File: config.mk
export PLATFORM = sky130hd
export DESIGN_NAME = dsc_output_ctrl
export DESIGN_NICKNAME = d
export VERILOG_FILES = /design/src/dsc_pkg.sv /design/src/dsc_release_sampler.sv /design/src/dsc_sine_lookup.sv /design/src/dsc_output_ctrl.sv
export SDC_FILE = /design/constraint.sdc
export NUM_CORES = 1
export LEC_CHECK = 0
export BUFFER_PORTS_ARGS = -buffer_cell sky130_fd_sc_hd__buf_4
export CORE_ASPECT_RATIO = 1.1
export CORE_UTILIZATION = 45
export DETAILED_ROUTE_END_ITERATION = 7
export HOLD_SLACK_MARGIN = 0.12
export PLACE_DENSITY = 0.67
export SETUP_SLACK_MARGIN = 0.2
export SLEW_MARGIN = 20
export SYNTH_ARGS = -nofsm -noshare
export SYNTH_HDL_FRONTEND = slang
export SYNTH_SLANG_ARGS = --single-unit
File: constraint.sdc
create_clock -name hclk -period 8.4 [get_ports hclk]
set_input_delay 0.42 -clock hclk [delete_from_list [all_inputs] [get_ports hclk]]
set_output_delay 0.42 -clock hclk [all_outputs]
set_load 0.005 [all_outputs]
File: src/dsc_pkg.sv
/*
 * dsc_pkg: register map, control field positions, reset values and
 * pipeline depths of the synthesizer output and sleep control block.
 * assumes: one clock hclk, AHB-Lite register access, 32-bit words.
 */
package dsc_pkg;

    // ************************************************************
    // register byte offsets
    // ************************************************************
    localparam logic [7:0] DSC_OFS_CTRL = 8'h00;
    localparam logic [7:0] DSC_OFS_FREQ0 = 8'h04;
    localparam logic [7:0] DSC_OFS_FREQ1 = 8'h08;
    localparam logic [7:0] DSC_OFS_PHASE0 = 8'h0C;
    localparam logic [7:0] DSC_OFS_PHASE1 = 8'h10;
    localparam logic [7:0] DSC_OFS_STATUS = 8'h14;

    // ************************************************************
    // control register fields
    // ************************************************************
    localparam int DSC_B_WAVE_SEL = 1;
    localparam int DSC_B_HALF_RATE = 3;
    localparam int DSC_B_CMP_ROUTE = 4;
    localparam int DSC_B_DOUT_EN = 5;
    localparam int DSC_B_DAC_OFF = 6;
    localparam int DSC_B_CLK_STOP = 7;
    localparam int DSC_B_RESET = 8;
    localparam int DSC_B_HW_SEL = 9;
    localparam int DSC_B_PSEL = 10;
    localparam int DSC_B_FSEL = 11;
    localparam int DSC_CTRL_W = 12;
    // core held in reset after bus reset, so software can load words first
    localparam logic [DSC_CTRL_W-1:0] DSC_CTRL_RST = 12'h100;

    // ************************************************************
    // status register fields
    // ************************************************************
    localparam int DSC_S_DAC_DOWN = 0;
    localparam int DSC_S_CLK_RUN = 1;
    localparam int DSC_S_IN_RESET = 2;
    localparam int DSC_S_LIVE = 3;
    localparam int DSC_S_DATA_LSB = 16;

    // ************************************************************
    // datapath widths and pipeline
    // ************************************************************
    localparam int DSC_FREQ_W = 28;
    localparam int DSC_PHASE_W = 12;
    localparam int DSC_DAC_W = 10;
    localparam int DSC_DLY_STAGES = 4;
    // accumulator, phase add, wave, delay stages, dac register
    localparam int DSC_LATENCY = DSC_DLY_STAGES + 4;

endpackage

File: src/dsc_release_sampler.sv
/*
 * dsc_release_sampler: passes a rising request straight through and
 * releases it only after the falling clock edge has seen it low.
 * assumes: req is a plain level from a pin or a control bit.
 */
`timescale 1ns/100ps

module dsc_release_sampler #(
    parameter logic RST_VAL = 1'b0
) (
    input wire logic hclk,
    input wire logic hresetn,
    input wire logic req,
    output logic active
);

    logic held_ff;

    // falling edge capture; the rising side bypasses it entirely
    always_ff @(negedge hclk or negedge hresetn) begin
        if (!hresetn) begin
            held_ff <= RST_VAL;
        end else begin
            held_ff <= req;
        end
    end

    assign active = req | held_ff;

endmodule

File: src/dsc_sine_lookup.sv
/*
 * dsc_sine_lookup: phase to signed amplitude, parabolic half-wave shape.
 * assumes: purely combinational, registered by the caller.
 */
`timescale 1ns/100ps

module dsc_sine_lookup
    import dsc_pkg::*;
#(
    parameter int PW = DSC_PHASE_W,
    parameter int DW = DSC_DAC_W
) (
    input wire logic [PW-1:0] phase,
    output logic [DW-1:0] amp
);

    localparam int HW = PW - 1;

    wire logic [HW-1:0] pos = phase[HW-1:0];
    wire logic [HW:0] rest = (HW+1)'(1 << HW) - {1'b0, pos};
    wire logic [2*HW:0] prod = {1'b0, pos} * rest;
    wire logic [2*HW-HW:0] scaled = prod[2*HW:HW];
    // peak would land one past the positive limit, so clip it
    wire logic [DW-1:0] mag = (scaled >= (2*HW-HW+1)'(1 << (DW-1)))
        ? DW'((1 << (DW-1)) - 1) : scaled[DW-1:0];

    assign amp = phase[PW-1] ? DW'(-mag) : mag;

endmodule

File: src/dsc_output_ctrl.sv
/*
 * dsc_output_ctrl: sleep decode, phase accumulator pipeline, waveform
 * select and digital wave pin of the synthesizer, with AHB-Lite regs.
 * assumes: single AHB-Lite master, whole-word transfers, pins
 * synchronous to hclk, comparator result arriving as a level.
 */
// Our own choices: the placing of the registers and register access over AHB-Lite.
// How it works
// - hardware mode: sleep pin powers DAC down
// - software mode: two bits stop clock, DAC
// - stopped clock freezes accumulator and DAC value
// - register writes accepted while clock stopped
// - register selection changeable while clock stopped
// - clearing stop bit resumes through normal pipeline
// - sleep rise acts without clock
// - sleep fall released at falling clock edge
// - wave pin undriven unless output enabled
// - comparator routed when route and half-rate set
// - DAC MSB direct with half-rate set, halved with half-rate clear
// - waveform bit zero selects sine lookup
// - waveform bit one gives 10-bit triangle while output enable is clear, sine otherwise
// - reset clears pipeline, keeps words and control
// - data reaches DAC eight or nine cycles later
// - hardware select bit picks pins or bits
`timescale 1ns/100ps

module dsc_output_ctrl
    import dsc_pkg::*;
#(
    parameter int FW = DSC_FREQ_W,
    parameter int PW = DSC_PHASE_W,
    parameter int DW = DSC_DAC_W,
    parameter int DLY = DSC_DLY_STAGES
) (
    input wire logic hclk,
    input wire logic hresetn,
    input wire logic hsel,
    input wire logic [31:0] haddr,
    input wire logic [1:0] htrans,
    input wire logic hwrite,
    input wire logic [2:0] hsize,
    input wire logic hready,
    input wire logic [31:0] hwdata,
    output logic [31:0] hrdata,
    output logic hreadyout,
    output logic hresp,
    input wire logic sleep_pin,
    input wire logic reset_pin,
    input wire logic freq_select_pin,
    input wire logic phase_select_pin,
    input wire logic comparator_in,
    output logic [DW-1:0] dac_data,
    output logic dac_power_down,
    output logic digital_wave_out,
    output logic digital_wave_oe
);

    // ************************************************************
    // bus slave
    // ************************************************************
    logic [7:0] wr_addr_ff;
    logic wr_pend_ff;
    logic [31:0] rdata_ff;
    logic [DSC_CTRL_W-1:0] ctrl_ff;
    logic [FW-1:0] freq0_ff;
    logic [FW-1:0] freq1_ff;
    logic [PW-1:0] phase0_ff;
    logic [PW-1:0] phase1_ff;
    logic [31:0] status;

    wire logic addr_take = hsel & htrans[1] & hready;
    wire logic [7:0] a_ofs = haddr[7:0];
    wire logic a_hit = (haddr[31:8] == 24'h00_0000);
    wire logic [31:0] rd_mux =
        !a_hit ? 32'h0000_0000 :
        (a_ofs == DSC_OFS_CTRL) ? {20'h0_0000, ctrl_ff} :
        (a_ofs == DSC_OFS_FREQ0) ? {4'h0, freq0_ff} :
        (a_ofs == DSC_OFS_FREQ1) ? {4'h0, freq1_ff} :
        (a_ofs == DSC_OFS_PHASE0) ? {20'h0_0000, phase0_ff} :
        (a_ofs == DSC_OFS_PHASE1) ? {20'h0_0000, phase1_ff} :
        (a_ofs == DSC_OFS_STATUS) ? status : 32'h0000_0000;

    // writes land in the data phase regardless of sleep state
    wire logic wr_ctrl = wr_pend_ff & (wr_addr_ff == DSC_OFS_CTRL);
    wire logic wr_f0 = wr_pend_ff & (wr_addr_ff == DSC_OFS_FREQ0);
    wire logic wr_f1 = wr_pend_ff & (wr_addr_ff == DSC_OFS_FREQ1);
    wire logic wr_p0 = wr_pend_ff & (wr_addr_ff == DSC_OFS_PHASE0);
    wire logic wr_p1 = wr_pend_ff & (wr_addr_ff == DSC_OFS_PHASE1);

    assign hreadyout = 1'b1;
    assign hresp = 1'b0;
    assign hrdata = rdata_ff;

    always_ff @(posedge hclk or negedge hresetn) begin
        if (!hresetn) begin
            wr_pend_ff <= 1'b0;
            wr_addr_ff <= 8'h00;
            rdata_ff <= 32'h0000_0000;
        end else begin
            wr_pend_ff <= addr_take & hwrite & a_hit;
            wr_addr_ff <= a_ofs;
            rdata_ff <= (addr_take & !hwrite) ? rd_mux : 32'h0000_0000;
        end
    end

    // the core reset leaves these alone; only the bus reset loads their reset values
    always_ff @(posedge hclk or negedge hresetn) begin
        if (!hresetn) begin
            ctrl_ff <= DSC_CTRL_RST;
            freq0_ff <= '0;
            freq1_ff <= '0;
            phase0_ff <= '0;
            phase1_ff <= '0;
        end else begin
            if (wr_ctrl) ctrl_ff <= hwdata[DSC_CTRL_W-1:0];
            if (wr_f0) freq0_ff <= hwdata[FW-1:0];
            if (wr_f1) freq1_ff <= hwdata[FW-1:0];
            if (wr_p0) phase0_ff <= hwdata[PW-1:0];
            if (wr_p1) phase1_ff <= hwdata[PW-1:0];
        end
    end

    // ************************************************************
    // control decode
    // ************************************************************
    wire logic hw_control_select = ctrl_ff[DSC_B_HW_SEL];
    wire logic clock_stop_bit = ctrl_ff[DSC_B_CLK_STOP];
    wire logic dac_off_bit = ctrl_ff[DSC_B_DAC_OFF];
    wire logic digital_out_enable = ctrl_ff[DSC_B_DOUT_EN];
    wire logic comparator_route_bit = ctrl_ff[DSC_B_CMP_ROUTE];
    wire logic half_rate_bit = ctrl_ff[DSC_B_HALF_RATE];
    wire logic waveform_select_bit = ctrl_ff[DSC_B_WAVE_SEL];

    // pins or bits govern sleep, reset and word selection
    wire logic reset_req = hw_control_select ? reset_pin : ctrl_ff[DSC_B_RESET];
    wire logic sleep_req = hw_control_select & sleep_pin;
    // selection stays live while the accumulator is frozen
    wire logic fsel = hw_control_select ? freq_select_pin : ctrl_ff[DSC_B_FSEL];
    wire logic psel = hw_control_select ? phase_select_pin : ctrl_ff[DSC_B_PSEL];

    logic sleep_act;
    logic core_reset;

    // rise passes through, fall waits for the falling edge
    dsc_release_sampler #(
        .RST_VAL(1'b0)
    ) u_sleep (
        .hclk(hclk),
        .hresetn(hresetn),
        .req(sleep_req),
        .active(sleep_act)
    );

    dsc_release_sampler #(
        .RST_VAL(1'b1)
    ) u_reset (
        .hclk(hclk),
        .hresetn(hresetn),
        .req(reset_req),
        .active(core_reset)
    );

    // pin alone in hardware mode, bits alone in software mode
    assign dac_power_down = hw_control_select ? sleep_act : dac_off_bit;
    // clearing the stop bit simply lets the pipeline run again
    wire logic clk_run = hw_control_select | !clock_stop_bit;
    wire logic advance = clk_run & !core_reset;

    // ************************************************************
    // phase accumulator pipeline
    // ************************************************************
    logic [FW-1:0] acc_ff;
    logic [PW-1:0] phs_ff;
    logic [DW-1:0] wave_ff;
    logic [DW-1:0] dly_ff [DLY];
    logic [DW-1:0] dac_data_ff;
    logic [DSC_LATENCY-1:0] live_ff;
    logic [DW-1:0] sine_amp;

    wire logic [FW-1:0] freq_word = fsel ? freq1_ff : freq0_ff;
    wire logic [PW-1:0] phase_word = psel ? phase1_ff : phase0_ff;
    wire logic [PW-1:0] phs_sum = acc_ff[FW-1:FW-PW] + phase_word;
    // fold the top of the phase into a rising then falling ramp
    wire logic [DW-1:0] tri_mag = phs_ff[PW-1] ? ~phs_ff[PW-2:PW-DW-1]
        : phs_ff[PW-2:PW-DW-1];
    wire logic [DW-1:0] tri_amp = {~tri_mag[DW-1], tri_mag[DW-2:0]};
    // triangle only with the digital pin off; otherwise sine
    wire logic use_tri = waveform_select_bit & !digital_out_enable;

    dsc_sine_lookup #(
        .PW(PW),
        .DW(DW)
    ) u_sine (
        .phase(phs_ff),
        .amp(sine_amp)
    );

    // core reset zeroes the pipeline to midscale, clock stop freezes it
    always_ff @(posedge hclk or negedge hresetn) begin
        if (!hresetn) begin
            acc_ff <= '0;
            phs_ff <= '0;
            wave_ff <= '0;
            dac_data_ff <= '0;
            live_ff <= '0;
        end else if (core_reset) begin
            acc_ff <= '0;
            phs_ff <= '0;
            wave_ff <= '0;
            dac_data_ff <= '0;
            live_ff <= '0;
        end else if (advance) begin
            acc_ff <= acc_ff + freq_word;
            // first sample waits for the first sum, so phase and frequency share one delay
            phs_ff <= live_ff[0] ? phs_sum : '0;
            wave_ff <= use_tri ? tri_amp : sine_amp;
            dac_data_ff <= dly_ff[DLY-1];
            live_ff <= {live_ff[DSC_LATENCY-2:0], 1'b1};
        end
    end

    // fixed delay so fresh data reaches the DAC on the eighth edge
    for (genvar i = 0; i < DLY; i++) begin : g_dly
        always_ff @(posedge hclk or negedge hresetn) begin
            if (!hresetn) begin
                dly_ff[i] <= '0;
            end else if (core_reset) begin
                dly_ff[i] <= '0;
            end else if (advance) begin
                dly_ff[i] <= (i == 0) ? wave_ff : dly_ff[(i == 0) ? 0 : i-1];
            end
        end
    end

    assign dac_data = dac_data_ff;
    wire logic out_live = live_ff[DSC_LATENCY-1];

    // ************************************************************
    // digital wave pin
    // ************************************************************
    logic msb_prev_ff;
    logic half_ff;
    logic wave_out_ff;

    wire logic dac_msb = dac_data_ff[DW-1];
    wire logic [1:0] route_sel = {comparator_route_bit, half_rate_bit};
    // reserved selections drive low; the host is expected to avoid them
    wire logic wave_nxt = waveform_select_bit ? 1'b0 :
        (route_sel == 2'b11) ? comparator_in :
        (route_sel == 2'b01) ? dac_msb :
        (route_sel == 2'b00) ? half_ff : 1'b0;

    always_ff @(posedge hclk or negedge hresetn) begin
        if (!hresetn) begin
            msb_prev_ff <= 1'b0;
            half_ff <= 1'b0;
            wave_out_ff <= 1'b0;
        end else begin
            msb_prev_ff <= dac_msb;
            // toggle on each rising MSB gives the half-rate square
            if (core_reset) half_ff <= 1'b0;
            else if (dac_msb & !msb_prev_ff) half_ff <= !half_ff;
            wave_out_ff <= wave_nxt;
        end
    end

    assign digital_wave_out = wave_out_ff;
    assign digital_wave_oe = digital_out_enable;

    // ************************************************************
    // status
    // ************************************************************
    assign status = {6'h00, dac_data_ff, 12'h000, out_live, core_reset, clk_run,
        dac_power_down};
endmodule

-- Word level (Yosys, flattened, before mapping)
Cells that the tools add are included.
- bitwise logic cells: 19
- multiply operators: 1
- add/subtract/negate cells: 4
- equality and inequality tests: 11
- reductions and logical operators: 12
- divide/modulo/power cells: 0
- shift-type cells: 0
- multiplexer cells: 43
- magnitude comparators: 1
- operators by type and width (operator ; number):
    2-to-1 mux 28 bit ; 8
    2-to-1 mux 10 bit ; 16
    2-to-1 mux 26 bit ; 3
    2-to-1 mux 12 bit ; 4
    equality test 8 x 4 -> 1 bit, second input constant ; 4
    adder 28 bit ; 1
    equality test 8 x 5 -> 1 bit, second input constant ; 3
    logical NOT 24 bit ; 1
    multiplier 11 x 12 -> 23 bit ; 1
    equality test 8 x 3 -> 1 bit, second input constant ; 2
    logical NOT 8 bit ; 2
    2-to-1 mux 8 bit ; 2
    AND 1 bit ; 14
    adder 12 bit ; 1
    greater-or-equal comparator 12 x 10 -> 1 bit, second input constant ; 1
    subtractor 12 x 11 -> 12 bit, first input constant ; 1
    2-to-1 mux 1 bit ; 10
    negator 10 bit ; 1
    NOT 10 bit ; 1
    logical NOT 1 bit ; 6
    nonzero test 2 bit ; 2
    OR 1 bit ; 3
    equality test 2 x 1 -> 1 bit, second input constant ; 1
    equality test 2 bit, second input constant ; 1
    2 further kinds ; 2
- register bits after elaboration: 242
- memories kept: 0
- bits in read-only memories: 0
- latch bits: 0
- memory bits (writable): 0
- output and inout bits: 47
- logic and storage cells: 113

-- Logic depth before layout (Yosys ltp)
- depth after elaboration: 11
- depth in mapped cells: 31

-- Cells and area by module
A second synthesis with hierarchy kept.
- cell total of the unflattened synthesis: 1717
- area total of the unflattened synthesis: 17030.1 µm²
- by module, submodules not included (module ; times used ; area each (µm²) ; cells an instance ; seq. area each (µm²)):
    dsc_output_ctrl ; 1 ; 12097.9 ; 1148 ; 6007.0
    dsc_sine_lookup ; 1 ; 4864.7 ; 564 ; 0.0
    dsc_release_sampler at u_reset ; 1 ; 36.3 ; 3 ; 26.3
    dsc_release_sampler at u_sleep ; 1 ; 31.3 ; 2 ; 25.0

==> impl_metrics.yaml <==
worst_setup_path:
  crit_buf_inv: 5
  endpoint_kind: "flop"
  critPathTopFamily: "adder cells"
  reg2regPathDepth: 29
  path_class: "flop to flop"
  crit_fanout: 6
  startpoint_type: "flop"
  critPathMaxStageDelay_ps: 560
  cp_slowest_cell: "or4b_4"
  cp.depth: 29
  required_ps: 8860
  worstPathArrival_ps: 8220
cts:
  clk_pin_slew_ps: 60
  numCtsBuffers: 27
  cts.sinks: 242
  clockBufferDepth: 3
  clkLatencyLatePin_ps: 580
  cts_tree: "done"
  cts_setup_buffers: 0
  h-tree-depth: 1
  clockRootBuffer: "clkbuf_16"
run_status:
  status: "finished clean"
die:
  dieArea_mm2: 0.0377
  die_h_um: 203
  initial_utilization_pct: 45.8
  fp.dieW_um: 185
  pin_count: 126
  placementRows: 73
  core_mm2: 0.0363
route:
  wl_per_cell_um: 17.6
  routed_via_density: 5.47
  ant_nets: 0
  drt-initial-drc-count: 753
  totalWireLength_mm: 40.6
  num_vias: 12663
  drc: 0
  first_pass_iters: 5
timing:
  finalCritPeriodShare_pct: 92.3
  fin_setup_tns_ps: 0
  worstMarginPinSlew_ps: 965
  hold_violations: 0
  drv_slew: 0
  max_freq_mhz: 129
  final.setup_skew_ps: 46.8
  maxSlewHeadroom_pct: 35.7
  hold_ws_ps: 153
  period_minus_slack_ps: 7750
  setup_violations: 0
  rsz0062_at_grt: "false"
finish:
  syn_to_final_growth_pct: 16.0
  diodes: 0
  utilization_pct: 53.1
  drive_gt1_share_pct: 19.2
  num-nets-final: 2084
min_path:
  hold_class: "input pin to flop"
  hold_depth: 2
placed_design:
  hpwl_mm: 28.4
  finalWeightedCongestion: 0.874
  portBuffers: 111
power:
  p_leak_uw: 0.00921
  powerDensity_mw_per_mm2: 322
  power_uw: 6210
  ir_drop_mv: 0.325
yosys:
  ys_top_cells_by_count: "dfrtp_1, nand2_1, a21oi_1"
  yosysSeqAreaShare_pct: 36.5
  synth.most_common_cell: "dfrtp_1"
  synth-main-ff-cell: "dfrtp_1"
  yosysTopAreaCellShare_pct: 36.0
  synth_largest_area_cell: "dfrtp_1"
  synth_area_leaders: "dfrtp_1, fa_1, mux2_2"
  ys_types: 74
  synthArstFlopShare_pct: 100
  synth.avg_cell_area_um2: 9.88
  syn_inst: 1680
  syn_area_mm2: 0.0166
  synth_edf_count: 0
  ys_warn_count: 0
  ys_seq_elements: 242
flow_run:
  cap_viol_max_count: 0
global_route:
  grt_pass1_vias: 12730
  grt_usage_pct: 22.1
  grt_max_degree: 125
  antenna_found_initial: 0
  grt_pass1_wl_mm: 66.6
  grt-ovfl-total: 0
report_power, final:
group / switching [µW] / internal (µW) / leakage, µW
logic: 2010 / 1490 / 0.00573
clock network: 492 / 788 / 0.000487
registers: 105 / 1320 / 0.00299
cell families after synthesis:
kind of cell	after synthesis	synth area share, %
adder cells (fa/ha/maj)	200	19.1
flip-flops	242	36.5
buffers and inverters	202	4.80
XOR/XNOR	47	2.48
AND/OR/NAND/NOR	513	14.8
AO/OA/AOI/OAI	323	12.1
multiplexers	151	10.1
other	2	0.0452
layout by cell type, fill, tap and decap left out, types with 30 or more instances in the layout:
| cell | instances |
|---|---|
| a21oi_1 | 134 |
| inv_1 | 115 |
| nand2_1 | 210 |
| o21ai_0 | 46 |
| nor2b_1 | 62 |
| mux2_2 | 133 |
| a22oi_1 | 30 |
| ha_1 | 108 |
| buf_4 | 140 |
| nor2_1 | 91 |
| dfrtp_1 | 238 |
| fa_1 | 90 |
sequential cells by signal (all words and copies together) (netlist names), 8 cells and up:
register    flops
acc_ff         28
ctrl_ff        12
dac_data       10
dly_ff         40
freq0_ff       28
freq1_ff       28
hrdata         28
live_ff         8
phase0_ff      12
phase1_ff      12
phs_ff         12
wave_ff        10
wr_addr_ff      8
layer usage:
| metal | part of all wire, % | wire length [µm] | GRT usage [%] |
|---|---|---|---|
| met3 | 4.9 | 2010 | 2.45 |
| met2 | 47 | 19100 | 35.4 |
| met1 | 46 | 18800 | 32.2 |
| met4 | 1.7 | 696 | 4.78 |
| met5 | 0 | 0 | 0 |
what timing repair did:
item	in CTS	in global routing
hold endpoints to repair	158	0
endpoints found under the setup margin	0	2
hold buffers	24	0
gates resized for setup	0	3
cell type report:
cell class	instances	area [µm²]
fill	3259	17000
multi-input combinational	1251	9850
sequential	242	6060
timing repair buffer	166	1320
clock buffer	39	801
tap	487	609
inverter	116	435
clock inverter	12	181
path summary, 6_finish.rpt:
kind,startpoint,end,slack (ps)
worst min register to register,live_ff[1],live_ff[1],490
worst min-delay path,hwdata[9],freq0_ff[9],150
max in group asynchronous,hresetn,u_reset.held_ff,3150
worst max register to register,phs_ff[0],wave_ff[4],650
min in group asynchronous,hresetn,phase0_ff[10],540
worst max-delay path,phs_ff[0],wave_ff[4],650
stage by stage:
step	cells	setup WS [ps]	instance area, µm²
2_1_floorplan	1695	921	16700
6_report	2313	647	19300
3_3_place_gp	2239	649	18000
3_5_place_dp	2239	488	18000
5_1_grt	2313	214	19300
4_1_cts	2313	485	19200
No activity file was read; power rests on OpenSTA's default activity.
